## src/verilog/fifo_host_pkg.sv

```systemverilog
// constants, register map and state types of the strobe fifo controller
// assumes a 100 MHz clock and one fifo channel driven through its pins

package fifo_host_pkg;

   // clock and pin timing, nanoseconds as printed
   localparam int CLK_PERIOD_NS = 10;
   localparam int T_PULSE_NS    = 12;   // strobe and clear pulse width
   localparam int T_RSR_NS      = 8;    // clear recovery window
   localparam int T_ACCESS_NS   = 12;   // read low to data valid
   localparam int T_FLAG_NS     = 17;   // slowest flag change after a strobe
   localparam int T_RTF_NS      = 20;   // replay low to flags valid
   localparam int SYNC_STAGES   = 2;

   // least time rounded up to whole cycles, never below one
   function automatic int cycOf(input int ns);
      int c;
      c = (ns + CLK_PERIOD_NS - 1) / CLK_PERIOD_NS;
      return (c < 1) ? 1 : c;
   endfunction

   localparam logic [3:0] PULSE_CYC  = 4'(cycOf(T_PULSE_NS));
   localparam logic [3:0] RSR_CYC    = 4'(cycOf(T_RSR_NS));
   localparam logic [3:0] READ_CYC   = 4'(cycOf(T_ACCESS_NS) + SYNC_STAGES);
   localparam logic [3:0] SETTLE_CYC = 4'(cycOf(T_FLAG_NS) + SYNC_STAGES);
   localparam logic [3:0] RT_SETTLE  = 4'(cycOf(T_RTF_NS) + SYNC_STAGES);
   localparam logic [3:0] CNT_ONE    = 4'h1;

   // register offsets of the command port
   localparam logic [7:0] REG_CTRL   = 8'h00;
   localparam logic [7:0] REG_STATUS = 8'h04;
   localparam logic [7:0] REG_PUSH   = 8'h08;
   localparam logic [7:0] REG_POP    = 8'h0C;

   // control bits
   localparam int CTRL_CLEAR  = 0;
   localparam int CTRL_REPLAY = 1;
   localparam int CTRL_EXPAND = 2;
   localparam int CTRL_HEAD   = 3;
   // status bits
   localparam int ST_EMPTY_N  = 0;
   localparam int ST_FULL_N   = 1;
   localparam int ST_HALF_N   = 2;
   localparam int ST_BUSY     = 3;
   localparam int ST_READY    = 4;
   localparam int ST_REFUSED  = 5;

   // synchroniser layout: nine data bits then the three flags
   localparam int SY_EMPTY = 9;
   localparam int SY_FULL  = 10;
   localparam int SY_HALF  = 11;

   typedef enum logic [8:0] {
      S_IDLE    = 9'h001,
      S_CLR_LOW = 9'h002,
      S_CLR_REC = 9'h004,
      S_WR_LOW  = 9'h008,
      S_WR_REC  = 9'h010,
      S_RD_LOW  = 9'h020,
      S_RD_REC  = 9'h040,
      S_RT_LOW  = 9'h080,
      S_RT_REC  = 9'h100
   } state_t;

   typedef struct packed {
      state_t      st;
      logic [3:0]  cnt;
      logic        clrN;
      logic        wrN;
      logic        rdN;
      logic        rtN;
      logic [8:0]  wrWord;
      logic [8:0]  rdWord;
      logic        expMode;
      logic        headSel;
      logic        ready;
      logic        refused;
      logic [11:0] meta;
      logic [11:0] sync;
      logic [31:0] rdata;
   } regs_t;

endpackage

```

## src/verilog/fifo_host.sv

```systemverilog
// controller that drives one strobe fifo channel through its pins
// assumes the fifo pins sit outside the clock domain; software uses a
// plain address / strobe port with read data one cycle later
//
// Our own choices: the strobed register port and the register addresses.
`timescale 1ns/1ns
`default_nettype none

module fifo_host
   import fifo_host_pkg::*;
(
   // clock and reset
   input  wire logic        clk,
   input  wire logic        rst_n,
   // command port
   input  wire logic [7:0]  addr,
   input  wire logic [31:0] wrData,
   input  wire logic        wrStb,
   input  wire logic        rdStb,
   output logic      [31:0] rdData,
   // fifo strobes and data
   output logic             clearStrobeN,
   output logic             writeStrobeN,
   output logic      [8:0]  writeWordBus,
   output logic             readStrobeN,
   input  wire logic [8:0]  readWordBus,
   // fifo flags
   input  wire logic        emptyIndicatorN,
   input  wire logic        fullIndicatorN,
   input  wire logic        halfFullIndicatorN,
   // shared head-select / replay pin and chain input
   output logic             headReplayN,
   output logic             chainInputN,
   output logic             chainInputOeN
);

   localparam regs_t REGS_RST = '{
      st: S_CLR_LOW, cnt: PULSE_CYC - CNT_ONE, clrN: 1'b0, wrN: 1'b1,
      rdN: 1'b1, rtN: 1'b1, wrWord: 9'h000, rdWord: 9'h000,
      expMode: 1'b0, headSel: 1'b0, ready: 1'b0, refused: 1'b0,
      meta: 12'h000, sync: 12'h000, rdata: 32'h0000_0000};

   regs_t q;
   regs_t d;

   logic goClr;
   logic goRt;
   logic goPush;
   logic goPop;
   logic idle;
   logic cntDone;

   // command decode from the port
   assign idle    = (q.st == S_IDLE);
   assign cntDone = (q.cnt == 4'h0);
   assign goClr   = wrStb && addr == REG_CTRL && wrData[CTRL_CLEAR];
   assign goRt    = wrStb && addr == REG_CTRL && wrData[CTRL_REPLAY];
   assign goPush  = wrStb && addr == REG_PUSH;
   assign goPop   = wrStb && addr == REG_POP;

   // next state of the whole controller
   always_comb begin
      d       = q;
      d.meta  = {halfFullIndicatorN, fullIndicatorN, emptyIndicatorN,
                 readWordBus};
      d.sync  = q.meta;
      d.rdata = 32'h0000_0000;
      if (!cntDone) begin
         d.cnt = q.cnt - CNT_ONE;
      end
      // register reads, answered next cycle
      if (rdStb) begin
         case (addr)
            REG_CTRL: begin
               d.rdata[CTRL_EXPAND] = q.expMode;
               d.rdata[CTRL_HEAD]   = q.headSel;
            end
            REG_STATUS: begin
               d.rdata[ST_EMPTY_N] = q.sync[SY_EMPTY];
               d.rdata[ST_FULL_N]  = q.sync[SY_FULL];
               d.rdata[ST_HALF_N]  = q.sync[SY_HALF];
               d.rdata[ST_BUSY]    = !idle;
               d.rdata[ST_READY]   = q.ready;
               d.rdata[ST_REFUSED] = q.refused;
            end
            REG_POP: begin
               d.rdata[8:0] = q.rdWord;
            end
            default: begin
               d.rdata = 32'h0000_0000;
            end
         endcase
      end
      // software clears the sticky refusal; a new refusal below wins
      if (wrStb && addr == REG_STATUS && wrData[ST_REFUSED]) begin
         d.refused = 1'b0;
      end
      // mode bits change only while idle so no pulse is cut short
      if (wrStb && addr == REG_CTRL && idle) begin
         d.expMode = wrData[CTRL_EXPAND];
         d.headSel = wrData[CTRL_HEAD];
      end
      case (q.st)
         S_IDLE: begin
            if (goClr) begin
               d.st    = S_CLR_LOW;
               d.clrN  = 1'b0;
               d.ready = 1'b0;
               d.cnt   = PULSE_CYC - CNT_ONE;
            end else if (goRt) begin
               if (q.ready && !q.expMode && !wrData[CTRL_EXPAND]) begin
                  d.st  = S_RT_LOW;
                  d.rtN = 1'b0;
                  d.cnt = PULSE_CYC - CNT_ONE;
               end else begin
                  d.refused = 1'b1;
               end
            end else if (goPush) begin
               if (q.ready && q.sync[SY_FULL]) begin
                  d.st     = S_WR_LOW;
                  d.wrN    = 1'b0;
                  d.wrWord = wrData[8:0];
                  d.cnt    = PULSE_CYC - CNT_ONE;
               end else begin
                  d.refused = 1'b1;
               end
            end else if (goPop) begin
               if (q.ready && q.sync[SY_EMPTY]) begin
                  d.st  = S_RD_LOW;
                  d.rdN = 1'b0;
                  d.cnt = READ_CYC - CNT_ONE;
               end else begin
                  d.refused = 1'b1;
               end
            end
         end
         S_CLR_LOW: begin
            if (cntDone) begin
               d.st   = S_CLR_REC;
               d.clrN = 1'b1;
               d.cnt  = RSR_CYC - CNT_ONE;
            end
         end
         S_CLR_REC: begin
            if (cntDone) begin
               d.st    = S_IDLE;
               d.ready = 1'b1;
            end
         end
         S_WR_LOW: begin
            if (cntDone) begin
               d.st  = S_WR_REC;
               d.wrN = 1'b1;
               d.cnt = SETTLE_CYC - CNT_ONE;
            end
         end
         S_RD_LOW: begin
            if (cntDone) begin
               d.st     = S_RD_REC;
               d.rdN    = 1'b1;
               d.rdWord = q.sync[8:0];
               d.cnt    = SETTLE_CYC - CNT_ONE;
            end
         end
         S_RT_LOW: begin
            if (cntDone) begin
               d.st  = S_RT_REC;
               d.rtN = 1'b1;
               d.cnt = RT_SETTLE - CNT_ONE;
            end
         end
         S_WR_REC, S_RD_REC, S_RT_REC: begin
            if (cntDone) begin
               d.st = S_IDLE;
            end
         end
         default: begin
            d = REGS_RST;
         end
      endcase
   end

   // state register
   always_ff @(posedge clk or negedge rst_n) begin
      if (!rst_n) begin
         q <= REGS_RST;
      end else begin
         q <= d;
      end
   end

   // pin drive from flops
   assign rdData        = q.rdata;
   assign clearStrobeN  = q.clrN;
   assign writeStrobeN  = q.wrN;
   assign writeWordBus  = q.wrWord;
   assign readStrobeN   = q.rdN;
   // shared pin: chain head mark in expansion, replay otherwise
   assign headReplayN   = q.expMode ? !q.headSel : q.rtN;
   // single mode pulls the chain input low; expansion releases it
   assign chainInputN   = 1'b0;
   assign chainInputOeN = q.expMode;

   // checks on the pin sequences
   a_clear_strobes_high: assert property (
      @(posedge clk) disable iff (!rst_n)
      !q.clrN |-> q.wrN && q.rdN)
      else $error("strobe low while clear is asserted");

   a_clear_recovery: assert property (
      @(posedge clk) disable iff (!rst_n)
      $rose(q.clrN) |-> (q.wrN && q.rdN) [*2])
      else $error("strobe moved inside clear recovery");

   a_write_after_clear: assert property (
      @(posedge clk) disable iff (!rst_n)
      $fell(q.wrN) |-> q.ready && $past(q.sync[SY_FULL]))
      else $error("write started before clear or while full");

   a_replay_strobes: assert property (
      @(posedge clk) disable iff (!rst_n)
      !q.rtN |-> q.wrN && q.rdN && q.clrN)
      else $error("strobe low during replay pulse");

   a_replay_expand: assert property (
      @(posedge clk) disable iff (!rst_n)
      q.expMode |-> q.rtN && headReplayN == !q.headSel)
      else $error("replay issued in expansion mode");

   a_chain_release: assert property (
      @(posedge clk) disable iff (!rst_n)
      q.expMode |-> chainInputOeN)
      else $error("chain input driven in expansion mode");

   a_write_pulse: assert property (
      @(posedge clk) disable iff (!rst_n)
      $fell(q.wrN) |-> !q.wrN [*2] ##1 q.wrN)
      else $error("write pulse not two cycles");

   a_read_capture: assert property (
      @(posedge clk) disable iff (!rst_n)
      $fell(q.rdN) |-> !q.rdN [*4] ##1 (q.rdN && q.rdWord == $past(q.sync[8:0])))
      else $error("read word not captured at strobe end");

   // refusals, pulse shapes and mode stability
   a_read_not_empty: assert property (
      @(posedge clk) disable iff (!rst_n)
      $fell(q.rdN) |-> q.ready && $past(q.sync[SY_EMPTY]))
      else $error("read started before clear or while empty");

   a_one_strobe: assert property (
      @(posedge clk) disable iff (!rst_n)
      $onehot0({!q.clrN, !q.wrN, !q.rdN, !q.rtN}))
      else $error("two fifo strobes low together");

   a_clear_pulse: assert property (
      @(posedge clk) disable iff (!rst_n)
      $fell(q.clrN) |-> !q.clrN [*2] ##1 q.clrN)
      else $error("clear pulse not two cycles");

   a_replay_pulse: assert property (
      @(posedge clk) disable iff (!rst_n)
      $fell(q.rtN) |-> !q.rtN [*2] ##1 q.rtN)
      else $error("replay pulse not two cycles");

   a_replay_settle: assert property (
      @(posedge clk) disable iff (!rst_n)
      $rose(q.rtN) |-> (q.wrN && q.rdN) [*4])
      else $error("strobe moved before flags settled after replay");

   a_write_data_held: assert property (
      @(posedge clk) disable iff (!rst_n)
      !$past(q.wrN) |-> $stable(q.wrWord))
      else $error("write word moved during or at end of write pulse");

   a_mode_hold: assert property (
      @(posedge clk) disable iff (!rst_n)
      !idle && !$past(idle) |-> $stable(q.expMode) && $stable(q.headSel))
      else $error("mode bits moved while a pulse was running");

   a_chain_drive: assert property (
      @(posedge clk) disable iff (!rst_n)
      !q.expMode |-> !chainInputOeN && !chainInputN)
      else $error("chain input not driven low in single mode");

   a_ready_first: assert property (
      @(posedge clk) disable iff (!rst_n)
      !q.ready |-> q.wrN && q.rdN && q.rtN)
      else $error("strobe issued before the clear completed");

   a_refuse_full: assert property (
      @(posedge clk) disable iff (!rst_n)
      goPush && idle && !q.sync[SY_FULL] |=> q.wrN && q.refused)
      else $error("write issued to a full fifo");

   a_refuse_empty: assert property (
      @(posedge clk) disable iff (!rst_n)
      goPop && idle && !q.sync[SY_EMPTY] |=> q.rdN && q.refused)
      else $error("read issued to an empty fifo");

   a_refuse_replay: assert property (
      @(posedge clk) disable iff (!rst_n)
      goRt && !goClr && idle && q.expMode |=> q.rtN && q.refused)
      else $error("replay accepted in expansion mode");

endmodule

`default_nettype wire

```

## config.mk

```make
export PLATFORM = sky130hd
export DESIGN_NAME = fifo_host
export DESIGN_NICKNAME = d
export VERILOG_FILES = /design/src/verilog/fifo_host_pkg.sv /design/src/verilog/fifo_host.sv
export SDC_FILE = /design/constraint.sdc
export NUM_CORES = 1
export LEC_CHECK = 0
export ABC_CLOCK_PERIOD_IN_PS = 2400
export BUFFER_PORTS_ARGS = -buffer_cell sky130_fd_sc_hd__buf_2
export CAP_MARGIN = 20
export CORE_ASPECT_RATIO = 1.1
export CORE_MARGIN = 2
export CORE_UTILIZATION = 35
export CTS_BUF_LIST = sky130_fd_sc_hd__clkbuf_8
export CTS_CLUSTER_DIAMETER = 50
export DETAILED_ROUTE_END_ITERATION = 7
export GPL_TIMING_DRIVEN = 0
export PLACE_DENSITY = 0.66
export SLEW_MARGIN = 0
export SYNTH_ARGS = -nofsm -noshare
export SYNTH_HDL_FRONTEND = slang
export SYNTH_SLANG_ARGS = --single-unit
```

## constraint.sdc

```tcl
create_clock -name clk -period 2.4 [get_ports clk]
set_input_delay 0.48 -clock clk [delete_from_list [all_inputs] [get_ports clk]]
set_output_delay 0.48 -clock clk [all_outputs]
set_load 0.05 [all_outputs]
```

Word-level counts from Yosys, hierarchy flattened
Index checks and enable logic that the tools add are counted.
{"block": "word_totals", "register_bits": 95, "inputBits": 56, "out_inout_bits": 47, "elab_cells": 146}
{"block": "classes", "n_addsub": 1, "eq_ne": 33, "mux": 55, "bitwise": 7, "reduce_logical": 35}
{"operator": "$mux 13", "count": 10}
{"operator": "$mux 56", "count": 1}
{"operator": "$mux 9", "count": 6}
{"operator": "$pmux 9 s6", "count": 1}
{"operator": "$pmux 9 s2", "count": 2}
{"operator": "$reduce_or 7->1", "count": 5}
{"operator": "$ne 2x2->1 const B", "count": 12}
{"operator": "$pmux 4 s6", "count": 1}
{"operator": "$mux 1", "count": 18}
{"operator": "$eq 8x4->1 const B", "count": 2}
{"operator": "$reduce_or 8->1", "count": 2}
{"operator": "$pmux 1 s3", "count": 5}
{"operator": "$mux 14", "count": 1}
{"operator": "$logic_and 1x1->1", "count": 12}
{"operator": "$mux 12", "count": 1}
{"operator": "$ne 2x1->1 const B", "count": 5}
{"operator": "$ne 5x4->1 const B", "count": 2}
{"operator": "$reduce_and 5->1", "count": 2}
{"operator": "$eq 9x1->1 const B", "count": 1}
{"operator": "$eq 9x2->1 const B", "count": 1}
{"operator": "$eq 9x3->1 const B", "count": 1}
{"operator": "$eq 9x4->1 const B", "count": 1}
{"operator": "$eq 9x5->1 const B", "count": 1}
{"operator": "$eq 9x6->1 const B", "count": 1}
{"operator": "other kinds (24)", "count": 37}

Longest topological paths before layout
{"block": "logic_depth", "word_depth": 10, "ltp_mapped": 9, "mapped_depth_nobuf": 8}

Worst setup path after synthesis
Ideal clock, no wire load.
{"block": "synth_timing", "path_type": "input -> register", "from": "in addr[1]", "to": "reg q[82] (netlist name)", "setup_time_ns": 0.083, "arrival_time_ns": 2.059, "required_ns": 2.317, "slack_ns": 0.257, "path_stages": 6, "path_buffers": 1, "cell_sequence": "or4_4 buf_6 o21ai_2 a221oi_2 or3_4 a221o_1"}
{"item": "start: declaration", "line_no": "fifo_host.sv:16", "rtl": "input wire logic [7:0] addr,"}
{"item": "end signal: assignment", "line_no": "fifo_host.sv:186", "rtl": "q <= REGS_RST;"}
{"item": "end signal: assignment", "line_no": "fifo_host.sv:188", "rtl": "q <= d;"}
{"item": "end: declaration", "line_no": "fifo_host.sv:43", "rtl": "regs_t q;"}

==> out/qor.yml <==
status: "finished clean"
arrival_ns: 2.55
final_cells: 599
layout.nets: 508
place_area_um2: 4290
dieArea_um2: 11500
worstPathRequired_ns: 2.68
fin_skew_ns: 0.0152
crit_path_end: "q[82]$_DFF_PN1_"
antenna_found_initial: 3
grt_max_degree: 73
synth_area_per_cell_um2: 10.5
worstMarginPinSlew_ns: 0.905
cts_tree: "yes"
cellPowerDensity_nw_per_um2: 856
synth_flop_cell: "dfrtp_1"
worst_slack_ns: 0.134
synthArstFlopShare: 1.00
place_ws_ns: -0.168
crit_chain: "inv_1, ha_1, nor3b_4, inv_1, clkbuf_1, ha_1, o2bb2ai_1, a221o_1"
design_area_um2: 4530
worstPathMaxFanout: 11
slew_viol_final: 0
worstPathBufferInverterCount: 3
fin_util: 0.435
path_class: "reg2reg"
cpPeakStageDelay_ns: 0.56
grt_pass1_wl_um: 13300
clk_latency_ns: 0.35
gr-usage-all-layers: 0.147
ys_ff_latch: 72
drive_gt1_frac: 0.344
vias_per_cell: 4.69
timing.rr.end: "q[82]$_DFF_PN1_"
numPortBuffers: 55
setup.worst_path.end_class: "flip-flop"
syn_area_um2: 3740
dieHeight_um: 112
ioPinCount: 103
ys_warn_count: 0
area_growth_pct: 20.9
synth_cell_type_count: 68
gp_congestion: 0.892
place_hpwl_um: 5830
synth_edf_count: 0
maxSlewHeadroom: 0.397
ff2ff_path_depth: 8
p_leak_nw: 2.27
rows: 39
clk_pin_slew_worst_paths_ns: 0.08
vias: 2811
initial_core_util: 0.360
maxCapViolCount: 0
regToRegSetupSlack_ns: 0.13
vdd.ir_drop.worst_mv: 0.451
path_delay_family: "buffers and inverters"
reg2reg_from: "q[82]$_DFF_PN1_"
ctsRootBufferMaster: "clkbuf_8"
placed_cells: 579
totalWireLength_um: 7960
wl_per_cell_um: 13.3
worstSetupPathDepth: 8
period_minus_slack_ns: 2.27
worstSetupStartpointType: "flip-flop"
setup_viol_count_final: 0
final_common_cell: "dfrtp_1"
nFillCells: 993
syn_inst: 358
die_x_um: 103
crit_start: "q[82]$_DFF_PN1_"
cts_sinks: 72
first_iter_violations: 113
ant_nets: 0
rsz0062_at_grt: "false"
hold_buffers: 0
finalHoldViolations: 0
gr-total-overflow: 0
core_region_area_um2: 10400
mostFrequentLayoutCells: "dfrtp_1 (67), buf_2 (65), buf_4 (47), nor2b_1 (24), conb_1 (24)"
dr.pass1.iters: 5
min_path_type: "in2async"
cts_buffer_depth: 2
period_share: 0.944
first_global_vias: 2670
ctsHtreeMaxLevel: 3
numCtsBuffers: 9
drc: 0
slowest_stage: "dfstp_2"
max_freq_ghz: 0.441
synth-seq-area-share: 0.483
## worst register-to-register path: cells and delay by family, from the launching register on
| family | cells | cell delay, ns |
|---|---|---|
| adders and majority gates | 2 | 0.49 |
| and+or+nand+nor | 1 | 0.18 |
| AOI/OAI and AO/OA | 2 | 0.33 |
| buffers and inverters | 3 | 0.65 |
| DFF | 1 | 0.56 |
## logic make-up (layout without fill, tap and decap cells)
group / after synthesis / after routing / share of synthesized area
other: 1 / 26 / 0.00100
muxes: 12 / 12 / 0.0324
AOI/OAI and AO/OA: 61 / 61 / 0.128
and+or+nand+nor: 124 / 124 / 0.206
DFF: 72 / 72 / 0.483
xor gates and xnor gates: 4 / 4 / 0.00936
adders and majority gates: 3 / 3 / 0.0100
buffers and inverters: 81 / 154 / 0.130
## worst min-delay path by stage
stage | start | endpoint | slack, ns | cells after the start
2_1_floorplan | rst_n | chainInputOeN$_DFFE_PN0P_ | 0.18 | 0
3_3_place_gp | q[52]$_DFF_PN0_ | q[40]$_DFF_PN0_ | 0.45 | 1
3_5_place_dp | q[46]$_DFF_PN0_ | q[34]$_DFF_PN0_ | 0.45 | 1
4_1_cts | rst_n | q[83]$_DFF_PN0_ | 0.30 | 1
5_1_grt | rst_n | q[86]$_DFFE_PN0P_ | 0.33 | 1
6_report | rst_n | q[88]$_DFFE_PN0P_ | 0.25 | 1
## routing by layer
layer  wire (um)  up-vias  track usage
li1            -     1380            -
met1        3620     1350        0.202
met2        3850       73        0.226
met3         442        6       0.0374
met4          31        2       0.0453
met5          13        -            0
## through the flow
stage / setup TNS [ns] / hold WS (ns) / total power, W
after floorplan: 0 / 0.184 / 0.00253
after global placement: -1.69 / 0.449 / 0.00282
after detailed placement: -2.21 / 0.447 / 0.00286
after CTS: 0 / 0.298 / 0.00387
after global routing: 0 / 0.329 / 0.00412
final: 0 / 0.246 / 0.00387
## sequential cells by signal (all words and copies together) (netlist names)
| signal | count |
|---|---|
| chainInputOeN | 1 |
| clearStrobeN | 1 |
| q | 50 |
| rdData | 9 |
| readStrobeN | 1 |
| writeStrobeN | 1 |
| writeWordBus | 9 |
## synthesized netlist by cell type (all sizes together), types with 2 or more instances
library cell	instances	area share
ha	3	0.010
inv	18	0.018
a211oi	2	0.0040
and2	4	0.0067
nor2b	24	0.040
nor3b	2	0.0053
o2bb2ai	3	0.0070
nor4b	10	0.025
or2	3	0.0050
and4b	3	0.0080
nand2b	2	0.0033
nor3	11	0.019
or4	4	0.0090
buf	56	0.10
nand2	18	0.018
nand3	4	0.0053
a22o	14	0.033
and3	6	0.010
nor2	16	0.016
a22oi	6	0.012
a2bb2oi	2	0.0047
dfstp	5	0.035
nor4	5	0.012
a21oi	7	0.0094
clkbuf	6	0.0064
xor2	3	0.0070
o21ai	9	0.014
nand4	5	0.0084
or3	4	0.0080
a21o	5	0.010
dfrtp	67	0.45
mux2i	11	0.029
## report_power, final
part	total [W]	leakage, nW	switching [W]	internal, W
clock network	0.000986	0.101	0.000495	0.000491
logic	0.00136	1.21	0.000830	0.000528
registers	0.00153	0.962	0.0000944	0.00144
total	0.00387	2.27	0.00142	0.00245
## area by class of cell
class                           count  area, um2  area share
Antenna cell                        2       5.00     0.00111
Buffer                             61        417      0.0921
Clock buffer                        9        124      0.0274
Clock inverter                      7       77.6      0.0171
Inverter                           19       71.3      0.0158
Multi-Input combinational cell    228       1540       0.341
Sequential cell                    72       1810       0.400
Tap cell                          143        179      0.0395
Timing Repair Buffer               58        300      0.0664
## repair_timing
action	4_1_cts	5_1_grt
hold endpoints to repair	0	0
gates resized for setup	3	3
gates cloned	0	0
endpoints found under the setup margin	33	21
buffers inserted	0	3
(Power assumes the default switching activity.)
